--- src/logic/spc_pkg.sv ---
// Package: constants for status and program counter registers
// Behaviour
// - Carry bit 15 set on add carry out or subtract without borrow
// - Positive bit 14 set when result above zero
// - Zero bit 13 set when result equals zero
// - Negative bit 12 set when result below zero
// - Processor state bits 7..4 decide privileged instruction legality
// - Address state bits 3..0 drive extended page output
// - Condition codes mirror status bits while enabled, enabled after reset
// - Status word readable and loadable by native I/O
// - 20-bit fetch address from counter, 16-bit instruction words accepted
// - Instruction register is primary plus secondary 16-bit latch
// - One delay-slot instruction executes before the branch target
// - Counter copied to save register on interrupt or branch
// - Native input returns save register contents
// - Prefetched emulated instruction held in readable 16-bit register
// - Current emulated instruction held in its own register
// - Program counter 16 bits, readable and writable by native I/O
`default_nettype none
package spc_pkg;
  localparam int unsigned IA_W = 20;
  localparam int unsigned DW   = 16;
  // Register select codes on the native I/O port
  localparam logic [2:0] SEL_FLAGS = 3'h0;
  localparam logic [2:0] SEL_SAVE  = 3'h1;
  localparam logic [2:0] SEL_PREF  = 3'h2;
  localparam logic [2:0] SEL_CUR   = 3'h3;
  localparam logic [2:0] SEL_PC    = 3'h4;
  localparam logic [2:0] SEL_IC    = 3'h5;
  localparam logic [2:0] SEL_LATCH = 3'h6;
  localparam int unsigned C_BIT = 15;
  localparam int unsigned P_BIT = 14;
  localparam int unsigned Z_BIT = 13;
  localparam int unsigned N_BIT = 12;
  localparam logic [15:0] FLAGS_WMASK = 16'hF0FF;
  localparam logic [15:0] FLAGS_RST   = 16'h0000;
  localparam logic [19:0] IC_RST      = 20'h0_0000;
  localparam logic [19:0] IC_ONE      = 20'h0_0001;
  localparam logic [15:0] W_ZERO      = 16'h0000;
  localparam logic [3:0]  PS_PRIV     = 4'h0;
endpackage
`default_nettype wire

--- src/logic/spc_regs.sv ---
// Module: status word, instruction counter, latches and emulation registers
`default_nettype none
module spc_regs (
  // Clock and reset
  input  wire logic        core_clk_i,
  input  wire logic        nrst_i,
  // Native I/O register port
  input  wire logic        io_wr_i,
  input  wire logic [2:0]  io_sel_i,
  input  wire logic [15:0] io_wdata_i,
  output logic      [15:0] io_rdata_o,
  // ALU result for flag update
  input  wire logic        alu_upd_i,
  input  wire logic [15:0] alu_res_i,
  input  wire logic        alu_sub_i,
  input  wire logic        alu_cout_i,
  // Condition code enable and outputs
  input  wire logic        cc_off_i,
  output logic      [3:0]  cc_o,
  output logic             priv_ok_o,
  output logic      [3:0]  ext_page_o,
  // Instruction memory
  output logic      [19:0] imem_addr_o,
  input  wire logic [15:0] imem_data_i,
  // Sequencing
  input  wire logic        step_i,
  input  wire logic        branch_i,
  input  wire logic        irq_take_i,
  input  wire logic [19:0] target_i,
  output logic      [15:0] exec_word_o,
  // Emulation side
  input  wire logic        emu_pref_i,
  input  wire logic [15:0] emu_word_i,
  input  wire logic        emu_issue_i,
  input  wire logic        emu_pc_inc_i
);
  logic [15:0] flags_r, flags_nxt;
  logic [19:0] ic_r, ic_nxt, save_r, save_nxt, tgt_r, tgt_nxt;
  logic        pend_r, pend_nxt;
  logic [15:0] prim_r, prim_nxt, sec_r, sec_nxt;
  logic [15:0] pref_r, pref_nxt, cur_r, cur_nxt, pc_r, pc_nxt;
  logic        cce_r, cce_nxt;
  logic        wr_flags, wr_pc, redirect;

  assign wr_flags = io_wr_i && (io_sel_i == spc_pkg::SEL_FLAGS);
  assign wr_pc    = io_wr_i && (io_sel_i == spc_pkg::SEL_PC);
  assign redirect = branch_i || irq_take_i;

  always_comb begin
    flags_nxt = flags_r;
    if (alu_upd_i) begin
      // Subtract: carry means no borrow, which the ALU reports as cout
      flags_nxt[spc_pkg::C_BIT] = alu_cout_i;
      flags_nxt[spc_pkg::P_BIT] = !alu_res_i[15] && (alu_res_i != spc_pkg::W_ZERO);
      flags_nxt[spc_pkg::Z_BIT] = (alu_res_i == spc_pkg::W_ZERO);
      flags_nxt[spc_pkg::N_BIT] = alu_res_i[15];
    end
    // Software load wins over a same-cycle ALU update
    if (wr_flags) begin
      flags_nxt = io_wdata_i & spc_pkg::FLAGS_WMASK;
    end
    cce_nxt = !cc_off_i;
  end

  always_comb begin
    ic_nxt   = ic_r;
    save_nxt = save_r;
    tgt_nxt  = tgt_r;
    pend_nxt = pend_r;
    prim_nxt = prim_r;
    sec_nxt  = sec_r;
    if (step_i) begin
      prim_nxt = imem_data_i;
      sec_nxt  = prim_r;
      if (pend_r) begin
        ic_nxt   = tgt_r;
        pend_nxt = 1'b0;
      end else begin
        ic_nxt = ic_r + spc_pkg::IC_ONE;
      end
    end
    // Slot instruction fetched before jumping keeps the delayed branch
    if (redirect) begin
      save_nxt = ic_r;
      tgt_nxt  = target_i;
      pend_nxt = 1'b1;
    end
  end

  always_comb begin
    pref_nxt = emu_pref_i ? emu_word_i : pref_r;
    cur_nxt  = emu_issue_i ? pref_r : cur_r;
    pc_nxt   = pc_r;
    if (emu_pc_inc_i) begin
      pc_nxt = pc_r + 16'h0001;
    end
    if (wr_pc) begin
      pc_nxt = io_wdata_i;
    end
  end

  always_ff @(posedge core_clk_i) begin
    if (!nrst_i) begin
      flags_r <= spc_pkg::FLAGS_RST;
      cce_r   <= 1'b1;
      ic_r    <= spc_pkg::IC_RST;
      save_r  <= spc_pkg::IC_RST;
      tgt_r   <= spc_pkg::IC_RST;
      pend_r  <= 1'b0;
      prim_r  <= spc_pkg::W_ZERO;
      sec_r   <= spc_pkg::W_ZERO;
      pref_r  <= spc_pkg::W_ZERO;
      cur_r   <= spc_pkg::W_ZERO;
      pc_r    <= spc_pkg::W_ZERO;
    end else begin
      flags_r <= flags_nxt;
      cce_r   <= cce_nxt;
      ic_r    <= ic_nxt;
      save_r  <= save_nxt;
      tgt_r   <= tgt_nxt;
      pend_r  <= pend_nxt;
      prim_r  <= prim_nxt;
      sec_r   <= sec_nxt;
      pref_r  <= pref_nxt;
      cur_r   <= cur_nxt;
      pc_r    <= pc_nxt;
    end
  end

  // Read mux, 20-bit registers give low 16 bits on the 16-bit port
  always_comb begin
    if (io_sel_i == spc_pkg::SEL_FLAGS) begin
      io_rdata_o = flags_r;
    end else if (io_sel_i == spc_pkg::SEL_SAVE) begin
      io_rdata_o = save_r[15:0];
    end else if (io_sel_i == spc_pkg::SEL_PREF) begin
      io_rdata_o = pref_r;
    end else if (io_sel_i == spc_pkg::SEL_CUR) begin
      io_rdata_o = cur_r;
    end else if (io_sel_i == spc_pkg::SEL_PC) begin
      io_rdata_o = pc_r;
    end else if (io_sel_i == spc_pkg::SEL_IC) begin
      io_rdata_o = ic_r[15:0];
    end else if (io_sel_i == spc_pkg::SEL_LATCH) begin
      io_rdata_o = sec_r;
    end else begin
      io_rdata_o = spc_pkg::W_ZERO;
    end
  end

  assign cc_o        = cce_r ? flags_r[15:12] : 4'h0;
  assign priv_ok_o   = (flags_r[7:4] == spc_pkg::PS_PRIV);
  assign ext_page_o  = flags_r[3:0];
  assign imem_addr_o = ic_r;
  assign exec_word_o = sec_r;

  // Flag updates from the ALU

  zero_flag_a: assert property (@(posedge core_clk_i) disable iff (!nrst_i)
    alu_upd_i && !wr_flags |=> cc_o[1] == ($past(alu_res_i) == 16'h0000) || !cce_r)
    else $error("zero flag wrong");
  neg_flag_a: assert property (@(posedge core_clk_i) disable iff (!nrst_i)
    alu_upd_i && !wr_flags |=> flags_r[12] == $past(alu_res_i[15]))
    else $error("negative flag wrong");
  pos_flag_a: assert property (@(posedge core_clk_i) disable iff (!nrst_i)
    alu_upd_i && !wr_flags |=> !(flags_r[14] && flags_r[13]))
    else $error("positive and zero both set");
  carry_flag_a: assert property (@(posedge core_clk_i) disable iff (!nrst_i)
    alu_upd_i && !wr_flags |=> flags_r[15] == $past(alu_cout_i))
    else $error("carry flag wrong");
  pos_val_a: assert property (@(posedge core_clk_i) disable iff (!nrst_i)
    alu_upd_i && !wr_flags |=>
      flags_r[14] == (!$past(alu_res_i[15]) && ($past(alu_res_i) != spc_pkg::W_ZERO)))
    else $error("positive flag wrong");
  zero_val_a: assert property (@(posedge core_clk_i) disable iff (!nrst_i)
    alu_upd_i && !wr_flags |=> flags_r[13] == ($past(alu_res_i) == spc_pkg::W_ZERO))
    else $error("zero flag value wrong");
  carry_sub_a: assert property (@(posedge core_clk_i) disable iff (!nrst_i)
    alu_upd_i && alu_sub_i && !wr_flags |=> flags_r[15] == $past(alu_cout_i))
    else $error("subtract carry wrong");
  flags_hold_a: assert property (@(posedge core_clk_i) disable iff (!nrst_i)
    !alu_upd_i && !wr_flags |=> $stable(flags_r))
    else $error("flags changed with no update");

  // Software load and read port
  flags_load_a: assert property (@(posedge core_clk_i) disable iff (!nrst_i)
    wr_flags |=> flags_r == ($past(io_wdata_i) & spc_pkg::FLAGS_WMASK))
    else $error("flags load wrong");
  rsvd_store_a: assert property (@(posedge core_clk_i) disable iff (!nrst_i)
    flags_r[11:8] == 4'h0)
    else $error("reserved bits stored");
  rsvd_zero_a: assert property (@(posedge core_clk_i) disable iff (!nrst_i)
    io_sel_i == spc_pkg::SEL_FLAGS |-> io_rdata_o[11:8] == 4'h0)
    else $error("reserved bits not zero");
  flags_read_a: assert property (@(posedge core_clk_i) disable iff (!nrst_i)
    io_sel_i == spc_pkg::SEL_FLAGS |-> io_rdata_o == flags_r)
    else $error("flags read wrong");
  save_read_a: assert property (@(posedge core_clk_i) disable iff (!nrst_i)
    io_sel_i == spc_pkg::SEL_SAVE |-> io_rdata_o == save_r[15:0])
    else $error("save read wrong");
  pref_read_a: assert property (@(posedge core_clk_i) disable iff (!nrst_i)
    io_sel_i == spc_pkg::SEL_PREF |-> io_rdata_o == pref_r)
    else $error("prefetch read wrong");
  cur_read_a: assert property (@(posedge core_clk_i) disable iff (!nrst_i)
    io_sel_i == spc_pkg::SEL_CUR |-> io_rdata_o == cur_r)
    else $error("current read wrong");
  pc_read_a: assert property (@(posedge core_clk_i) disable iff (!nrst_i)
    io_sel_i == spc_pkg::SEL_PC |-> io_rdata_o == pc_r)
    else $error("program counter read wrong");
  ic_read_a: assert property (@(posedge core_clk_i) disable iff (!nrst_i)
    io_sel_i == spc_pkg::SEL_IC |-> io_rdata_o == ic_r[15:0])
    else $error("counter read wrong");
  latch_read_a: assert property (@(posedge core_clk_i) disable iff (!nrst_i)
    io_sel_i == spc_pkg::SEL_LATCH |-> io_rdata_o == sec_r)
    else $error("latch read wrong");
  spare_sel_a: assert property (@(posedge core_clk_i) disable iff (!nrst_i)
    io_sel_i == 3'h7 |-> io_rdata_o == spc_pkg::W_ZERO)
    else $error("spare select not zero");

  // Condition codes and state fields
  cc_mirror_a: assert property (@(posedge core_clk_i) disable iff (!nrst_i)
    cce_r |-> cc_o == flags_r[15:12])
    else $error("condition codes not mirrored");
  cc_off_a: assert property (@(posedge core_clk_i) disable iff (!nrst_i)
    !cce_r |-> cc_o == 4'h0)
    else $error("condition codes not off");
  cc_dis_a: assert property (@(posedge core_clk_i) disable iff (!nrst_i)
    cc_off_i |=> !cce_r)
    else $error("code enable not dropped");
  cc_en_a: assert property (@(posedge core_clk_i) disable iff (!nrst_i)
    !cc_off_i |=> cce_r)
    else $error("code enable not raised");
  priv_deny_a: assert property (@(posedge core_clk_i) disable iff (!nrst_i)
    wr_flags && (io_wdata_i[7:4] != spc_pkg::PS_PRIV) |=> !priv_ok_o)
    else $error("privilege granted wrongly");
  priv_grant_a: assert property (@(posedge core_clk_i) disable iff (!nrst_i)
    wr_flags && (io_wdata_i[7:4] == spc_pkg::PS_PRIV) |=> priv_ok_o)
    else $error("privilege denied wrongly");
  page_out_a: assert property (@(posedge core_clk_i) disable iff (!nrst_i)
    wr_flags |=> ext_page_o == $past(io_wdata_i[3:0]))
    else $error("page output wrong");
  page_track_a: assert property (@(posedge core_clk_i) disable iff (!nrst_i)
    ext_page_o == flags_r[3:0])
    else $error("page output not tracking");

  // Fetch counter and latch pair
  fetch_addr_a: assert property (@(posedge core_clk_i) disable iff (!nrst_i)
    imem_addr_o == ic_r)
    else $error("fetch address wrong");
  ic_inc_a: assert property (@(posedge core_clk_i) disable iff (!nrst_i)
    step_i && !pend_r |=> ic_r == $past(ic_r) + spc_pkg::IC_ONE)
    else $error("counter not advanced");
  ic_hold_a: assert property (@(posedge core_clk_i) disable iff (!nrst_i)
    !step_i |=> $stable(ic_r))
    else $error("counter moved without step");
  prim_load_a: assert property (@(posedge core_clk_i) disable iff (!nrst_i)
    step_i |=> prim_r == $past(imem_data_i))
    else $error("primary latch missed word");
  sec_load_a: assert property (@(posedge core_clk_i) disable iff (!nrst_i)
    step_i |=> sec_r == $past(prim_r))
    else $error("secondary latch missed word");
  latch_hold_a: assert property (@(posedge core_clk_i) disable iff (!nrst_i)
    !step_i |=> $stable(prim_r) && $stable(sec_r))
    else $error("latches moved without step");
  latch_shift_a: assert property (@(posedge core_clk_i) disable iff (!nrst_i)
    step_i ##1 step_i |=> exec_word_o == $past(imem_data_i, 2))
    else $error("latch pair not shifting");
  word_out_a: assert property (@(posedge core_clk_i) disable iff (!nrst_i)
    exec_word_o == sec_r)
    else $error("executed word wrong");

  // Redirect, delay slot and save
  save_copy_a: assert property (@(posedge core_clk_i) disable iff (!nrst_i)
    redirect |=> save_r == $past(ic_r))
    else $error("save register missed counter");
  save_hold_a: assert property (@(posedge core_clk_i) disable iff (!nrst_i)
    !redirect |=> $stable(save_r))
    else $error("save register changed");
  pend_set_a: assert property (@(posedge core_clk_i) disable iff (!nrst_i)
    redirect |=> pend_r)
    else $error("redirect not armed");
  pend_clr_a: assert property (@(posedge core_clk_i) disable iff (!nrst_i)
    step_i && !redirect |=> !pend_r)
    else $error("pending redirect kept");
  pend_hold_a: assert property (@(posedge core_clk_i) disable iff (!nrst_i)
    !step_i && !redirect |=> $stable(pend_r))
    else $error("pending flag changed");
  tgt_cap_a: assert property (@(posedge core_clk_i) disable iff (!nrst_i)
    redirect |=> tgt_r == $past(target_i))
    else $error("target not captured");
  tgt_hold_a: assert property (@(posedge core_clk_i) disable iff (!nrst_i)
    !redirect |=> $stable(tgt_r))
    else $error("target changed");
  jump_step_a: assert property (@(posedge core_clk_i) disable iff (!nrst_i)
    step_i && pend_r |=> ic_r == $past(tgt_r))
    else $error("jump to target missed");
  delay_slot_a: assert property (@(posedge core_clk_i) disable iff (!nrst_i)
    redirect && !step_i ##1 (step_i && !redirect) |=> imem_addr_o == $past(tgt_r))
    else $error("branch target not taken after slot");

  // Emulation registers
  pref_load_a: assert property (@(posedge core_clk_i) disable iff (!nrst_i)
    emu_pref_i |=> pref_r == $past(emu_word_i))
    else $error("prefetch not loaded");
  pref_hold_a: assert property (@(posedge core_clk_i) disable iff (!nrst_i)
    !emu_pref_i |=> $stable(pref_r))
    else $error("prefetch changed");
  cur_load_a: assert property (@(posedge core_clk_i) disable iff (!nrst_i)
    emu_issue_i |=> cur_r == $past(pref_r))
    else $error("current not issued");
  cur_hold_a: assert property (@(posedge core_clk_i) disable iff (!nrst_i)
    !emu_issue_i |=> $stable(cur_r))
    else $error("current changed");
  pc_write_a: assert property (@(posedge core_clk_i) disable iff (!nrst_i)
    wr_pc |=> pc_r == $past(io_wdata_i))
    else $error("program counter write lost");
  pc_inc_a: assert property (@(posedge core_clk_i) disable iff (!nrst_i)
    emu_pc_inc_i && !wr_pc |=> pc_r == $past(pc_r) + 16'h0001)
    else $error("program counter not advanced");
  pc_hold_a: assert property (@(posedge core_clk_i) disable iff (!nrst_i)
    !emu_pc_inc_i && !wr_pc |=> $stable(pc_r))
    else $error("program counter changed");
  pc_wins_a: assert property (@(posedge core_clk_i) disable iff (!nrst_i)
    wr_pc && emu_pc_inc_i |=> pc_r == $past(io_wdata_i))
    else $error("increment beat software write");
endmodule // spc_regs
`default_nettype wire

--- config.mk ---
export PLATFORM = sky130hd
export DESIGN_NAME = spc_regs
export DESIGN_NICKNAME = d
export VERILOG_FILES = /design/src/logic/spc_pkg.sv /design/src/logic/spc_regs.sv
export SDC_FILE = /design/constraint.sdc
export NUM_CORES = 1
export LEC_CHECK = 0
export ABC_AREA = 1
export BUFFER_PORTS_ARGS = -buffer_cell sky130_fd_sc_hd__buf_4
export CAP_MARGIN = 40
export CORE_MARGIN = 10
export CORE_UTILIZATION = 49
export CTS_CLUSTER_SIZE = 25
export DETAILED_ROUTE_END_ITERATION = 12
export PLACE_DENSITY = 0.73
export SETUP_SLACK_MARGIN = 0.2
export SYNTH_ARGS = -nofsm -noshare
export SYNTH_HDL_FRONTEND = slang
export SYNTH_SLANG_ARGS = --single-unit
--- constraint.sdc ---
create_clock -name core_clk_i -period 1.6 [get_ports core_clk_i]
set_input_delay 0 -clock core_clk_i [delete_from_list [all_inputs] [get_ports core_clk_i]]
set_output_delay 0 -clock core_clk_i [all_outputs]
set_load 0.05 [all_outputs]
==> results by group <==
Outcome
  • Outcome: finished with violations
  • Violated checks: negative setup slack

Pwr
  • PwrDens: 908 mW/mm^2
  • VDD IR-drop max: 0.812 mV
  • P_leak: 0.00488 uW

Worst hold path
  • Hold Crit Class: in2reg
  • Hold_sp: emu_pref_i

Synthesis
  • Ys async rst share: 0%
  • Top_reg_cell synth: dfxtp_1
  • Ys Warns: 0
  • Post-synthesis sequential area ratio: 42.1%
  • Number of synthesized flops with an enable pin: 0
  • Mean post-synth cell area: approximately 6.8 sq um
  • Synth cell types: 39
  • Mapped Area: 0.00714 sq mm
  • Mapped Cells: 1,056
  • Flops & latches, synth: 150
  • Mapped Nets: approximately 1,200

Setup path
  • Crit Reg-Reg Endpoint: imem_addr_o[12]
  • Crit path arrival time: 1.66 ns
  • Register-to-Register Setup Slack: around 0.06 ns
  • Crit path launch type: register
  • Crit path max fanout: 2
  • Critical Path Sink: io_rdata_o[12]
  • Reg2Reg Depth: 9
  • Worst setup EP type: output pin
  • FF-to-FF Start: imem_addr_o[1]
  • Crit path from: exec_word_o[12]
  • Crit path required time: around 1.6 ns
  • Kind of critical path: reg2out

Global route
  • Overflow after GRT: 0
  • First-pass GRT wire length: 41.8 mm
  • GR Util All Layers: approximately 26%
  • Largest net degree at the start of global routing: 48
  • Vias in the first global route: 8,205
  • Initial antenna violation count: 0

Place
  • Dpl cells: around 1,400
  • I/O Buffers: 159
  • Placed Area: roughly 0.0086 sq mm
  • Routability cong.: 0.963
  • Post-DP HPWL: 17.6 mm

Route
  • DR pass1 iterations: 6
  • Post-Route WL: approximately 28 mm
  • Vias: 8,721
  • Avg WL per Cell: 18.1 microns
  • Antenna-violating nets left: 0
  • Vias per cell: ~5.7
  • Initial detailed-routing violation count: 957
  • DR DRC count: 0

CTS
  • Root Driver: clkbuf_16
  • Clock slew at reported path FFs: 0.06 ns
  • TritonCTS clock tree: yes
  • Clock sinks: 150
  • Clock latency on the worst-skew pair: approximately 0.43 ns
  • Max Root-Sink Buffers: 2
  • H-tree depth: 4
  • CTS buffer count: 17

Timing
  • Fmax: ~600 MHz
  • Min Tclk post-route: between 1.5 and 2 ns
  • Max-Slew Margin vs Limit: 49.1%
  • RSZ-0062 raised after global routing: yes
  • Slew @ Worst Pin: 0.762 ns
  • Final setup fails: 3
  • Clock Skews: 0.00550 ns
  • Fin. max-slew vios: 0
  • Final Cycle Share: 104%
  • Fin worst setup slack: -0.0616 ns
  • Final Hold Vio Count: 0

Floorplan
  • Chip width: 141 microns
  • Starting Density: 49.5%
  • Die height: roughly 140 microns
  • FP Rows: 44
  • Core box area: about 0.014 sq mm
  • Die area: 0.0198 sq mm
  • Top Ports: roughly 160

Final layout
  • Fin cells: approximately 1,500
  • ANT cells: 0
  • Leading cell type in the layout, fill and taps excluded: nor2_1
  • Layout cell share with drive strength beyond 1: 32.2%
  • Most frequent cells in the layout: 201 x nor2_1, 191 x buf_4, 158 x nand2_1
  • Layout net count: between 1,000 and 1,500
  • P&R area growth vs syn: 57.7%
  • Final Cell Area: 0.0113 sq mm

Flow run
  • Max-Cap Viols: 0
## metrics by stage
stage | hold slack [ns] | util [%] | setup TNS (ns) | setup WS [ns] | power [uW]
finish | 0.0129 | 78.0 | -0.126 | -0.0616 | 10200
global route | 0.0337 | 78.0 | -0.681 | -0.163 | 10500
CTS | 0.00467 | 74.3 | 0 | 0.0172 | 10100
detailed placement | 0.165 | 59.9 | 0 | 0.0730 | 5800
global placement | 0.164 | 59.9 | 0 | 0.0679 | 5780
floorplan | 0.0619 | - | 0 | 0.147 | 5170
## power by group
group	leakage [uW]	switching [uW]	total [uW]	internal, uW
Clock	0.000287	1670	4020	2350
Combinational	0.00333	1180	2030	847
Sequential	0.00126	205	4160	3960
## cell usage after synthesis (2+ instances only)
library cell	instances	area share [%]
a211oi_1	5	0.53
a21oi_1	81	5.7
a221oi_1	13	1.6
a31oi_1	2	0.18
buf_1	4	0.21
buf_2	11	0.77
buf_4	7	0.74
clkbuf_1	38	2.0
dfxtp_1	150	42
ha_1	2	0.35
inv_1	71	3.7
inv_2	9	0.47
nand2_1	181	9.5
nand2_2	2	0.18
nand3_1	42	2.9
nand4_1	34	3.0
nor2_1	218	11
nor3_1	13	0.91
nor3_2	4	0.56
nor3_4	2	0.46
nor4_1	3	0.26
o211ai_1	2	0.21
o21ai_0	135	9.5
o21bai_1	2	0.21
o22ai_1	9	0.79
or2_2	2	0.18
xor2_1	2	0.25
## how the worst min path moves through the flow
| stage | end | depth (start not counted) |
|---|---|---|
| 2_1_floorplan | cce_r | 1 |
| 3_3_place_gp | cce_r | 2 |
| 3_5_place_dp | cce_r | 2 |
| 4_1_cts | pref_r[10] | 3 |
| 5_1_grt | pc_r[14] | 4 |
| 6_report | pref_r[10] | 3 |
## state kept, by name, summed over array words and instances, names as in the netlist
signal and count:
imem_addr_o 20, tgt_r 20, cur_r 16, exec_word_o 16, pc_r 16, pref_r 16
prim_r 16, save_r 16, flags_r 12, cce_r 1, pend_r 1
## what timing repair did
action                                  CTS  global route
setup buffers                            27            15
hold buffers                             99             0
pin swaps                                19            58
gates resized for setup                 104           125
endpoints found under the setup margin   29            41
endpoints found under the hold margin    94             0
gates cloned                              0             0
## logic make-up (layout without fill, tap and decap cells)
logic type | Yosys count | in the layout | share of synthesized area [%]
compound gates | 252 | 252 | 18.9
xor+xnor | 3 | 3 | 0.368
fa+ha+maj | 2 | 2 | 0.351
buf+inv | 142 | 439 | 8.15
flops | 150 | 150 | 42.1
simple gates | 507 | 507 | 30.1
## area by class of cell
type | count | area [sq um]
inverter | 80 | 320
multi-input combinational | 764 | 4140
clock inverter | 14 | 151
tap | 184 | 230
fill | 986 | 3170
timing repair buffer | 327 | 2870
sequential | 150 | 3100
clock buffer | 18 | 439
## metal layers
metal  GRT usage [%]  wire length [microns]  vias up
met5               0                      0        -
met4            10.8                   1380        0
met3            6.68                   2650      104
met2            42.5                  13200      467
met1            30.7                  10600     4068
li1                -                      -     4082
## worst max-delay path: stages, from the launching register on
cell and delay, ns:
dfxtp_2 0.32, nand4_1 0.14, o21ai_2 0.10, a221oi_2 0.24, nand4_1 0.22, buf_6 0.21
(Power assumes the default switching activity.)
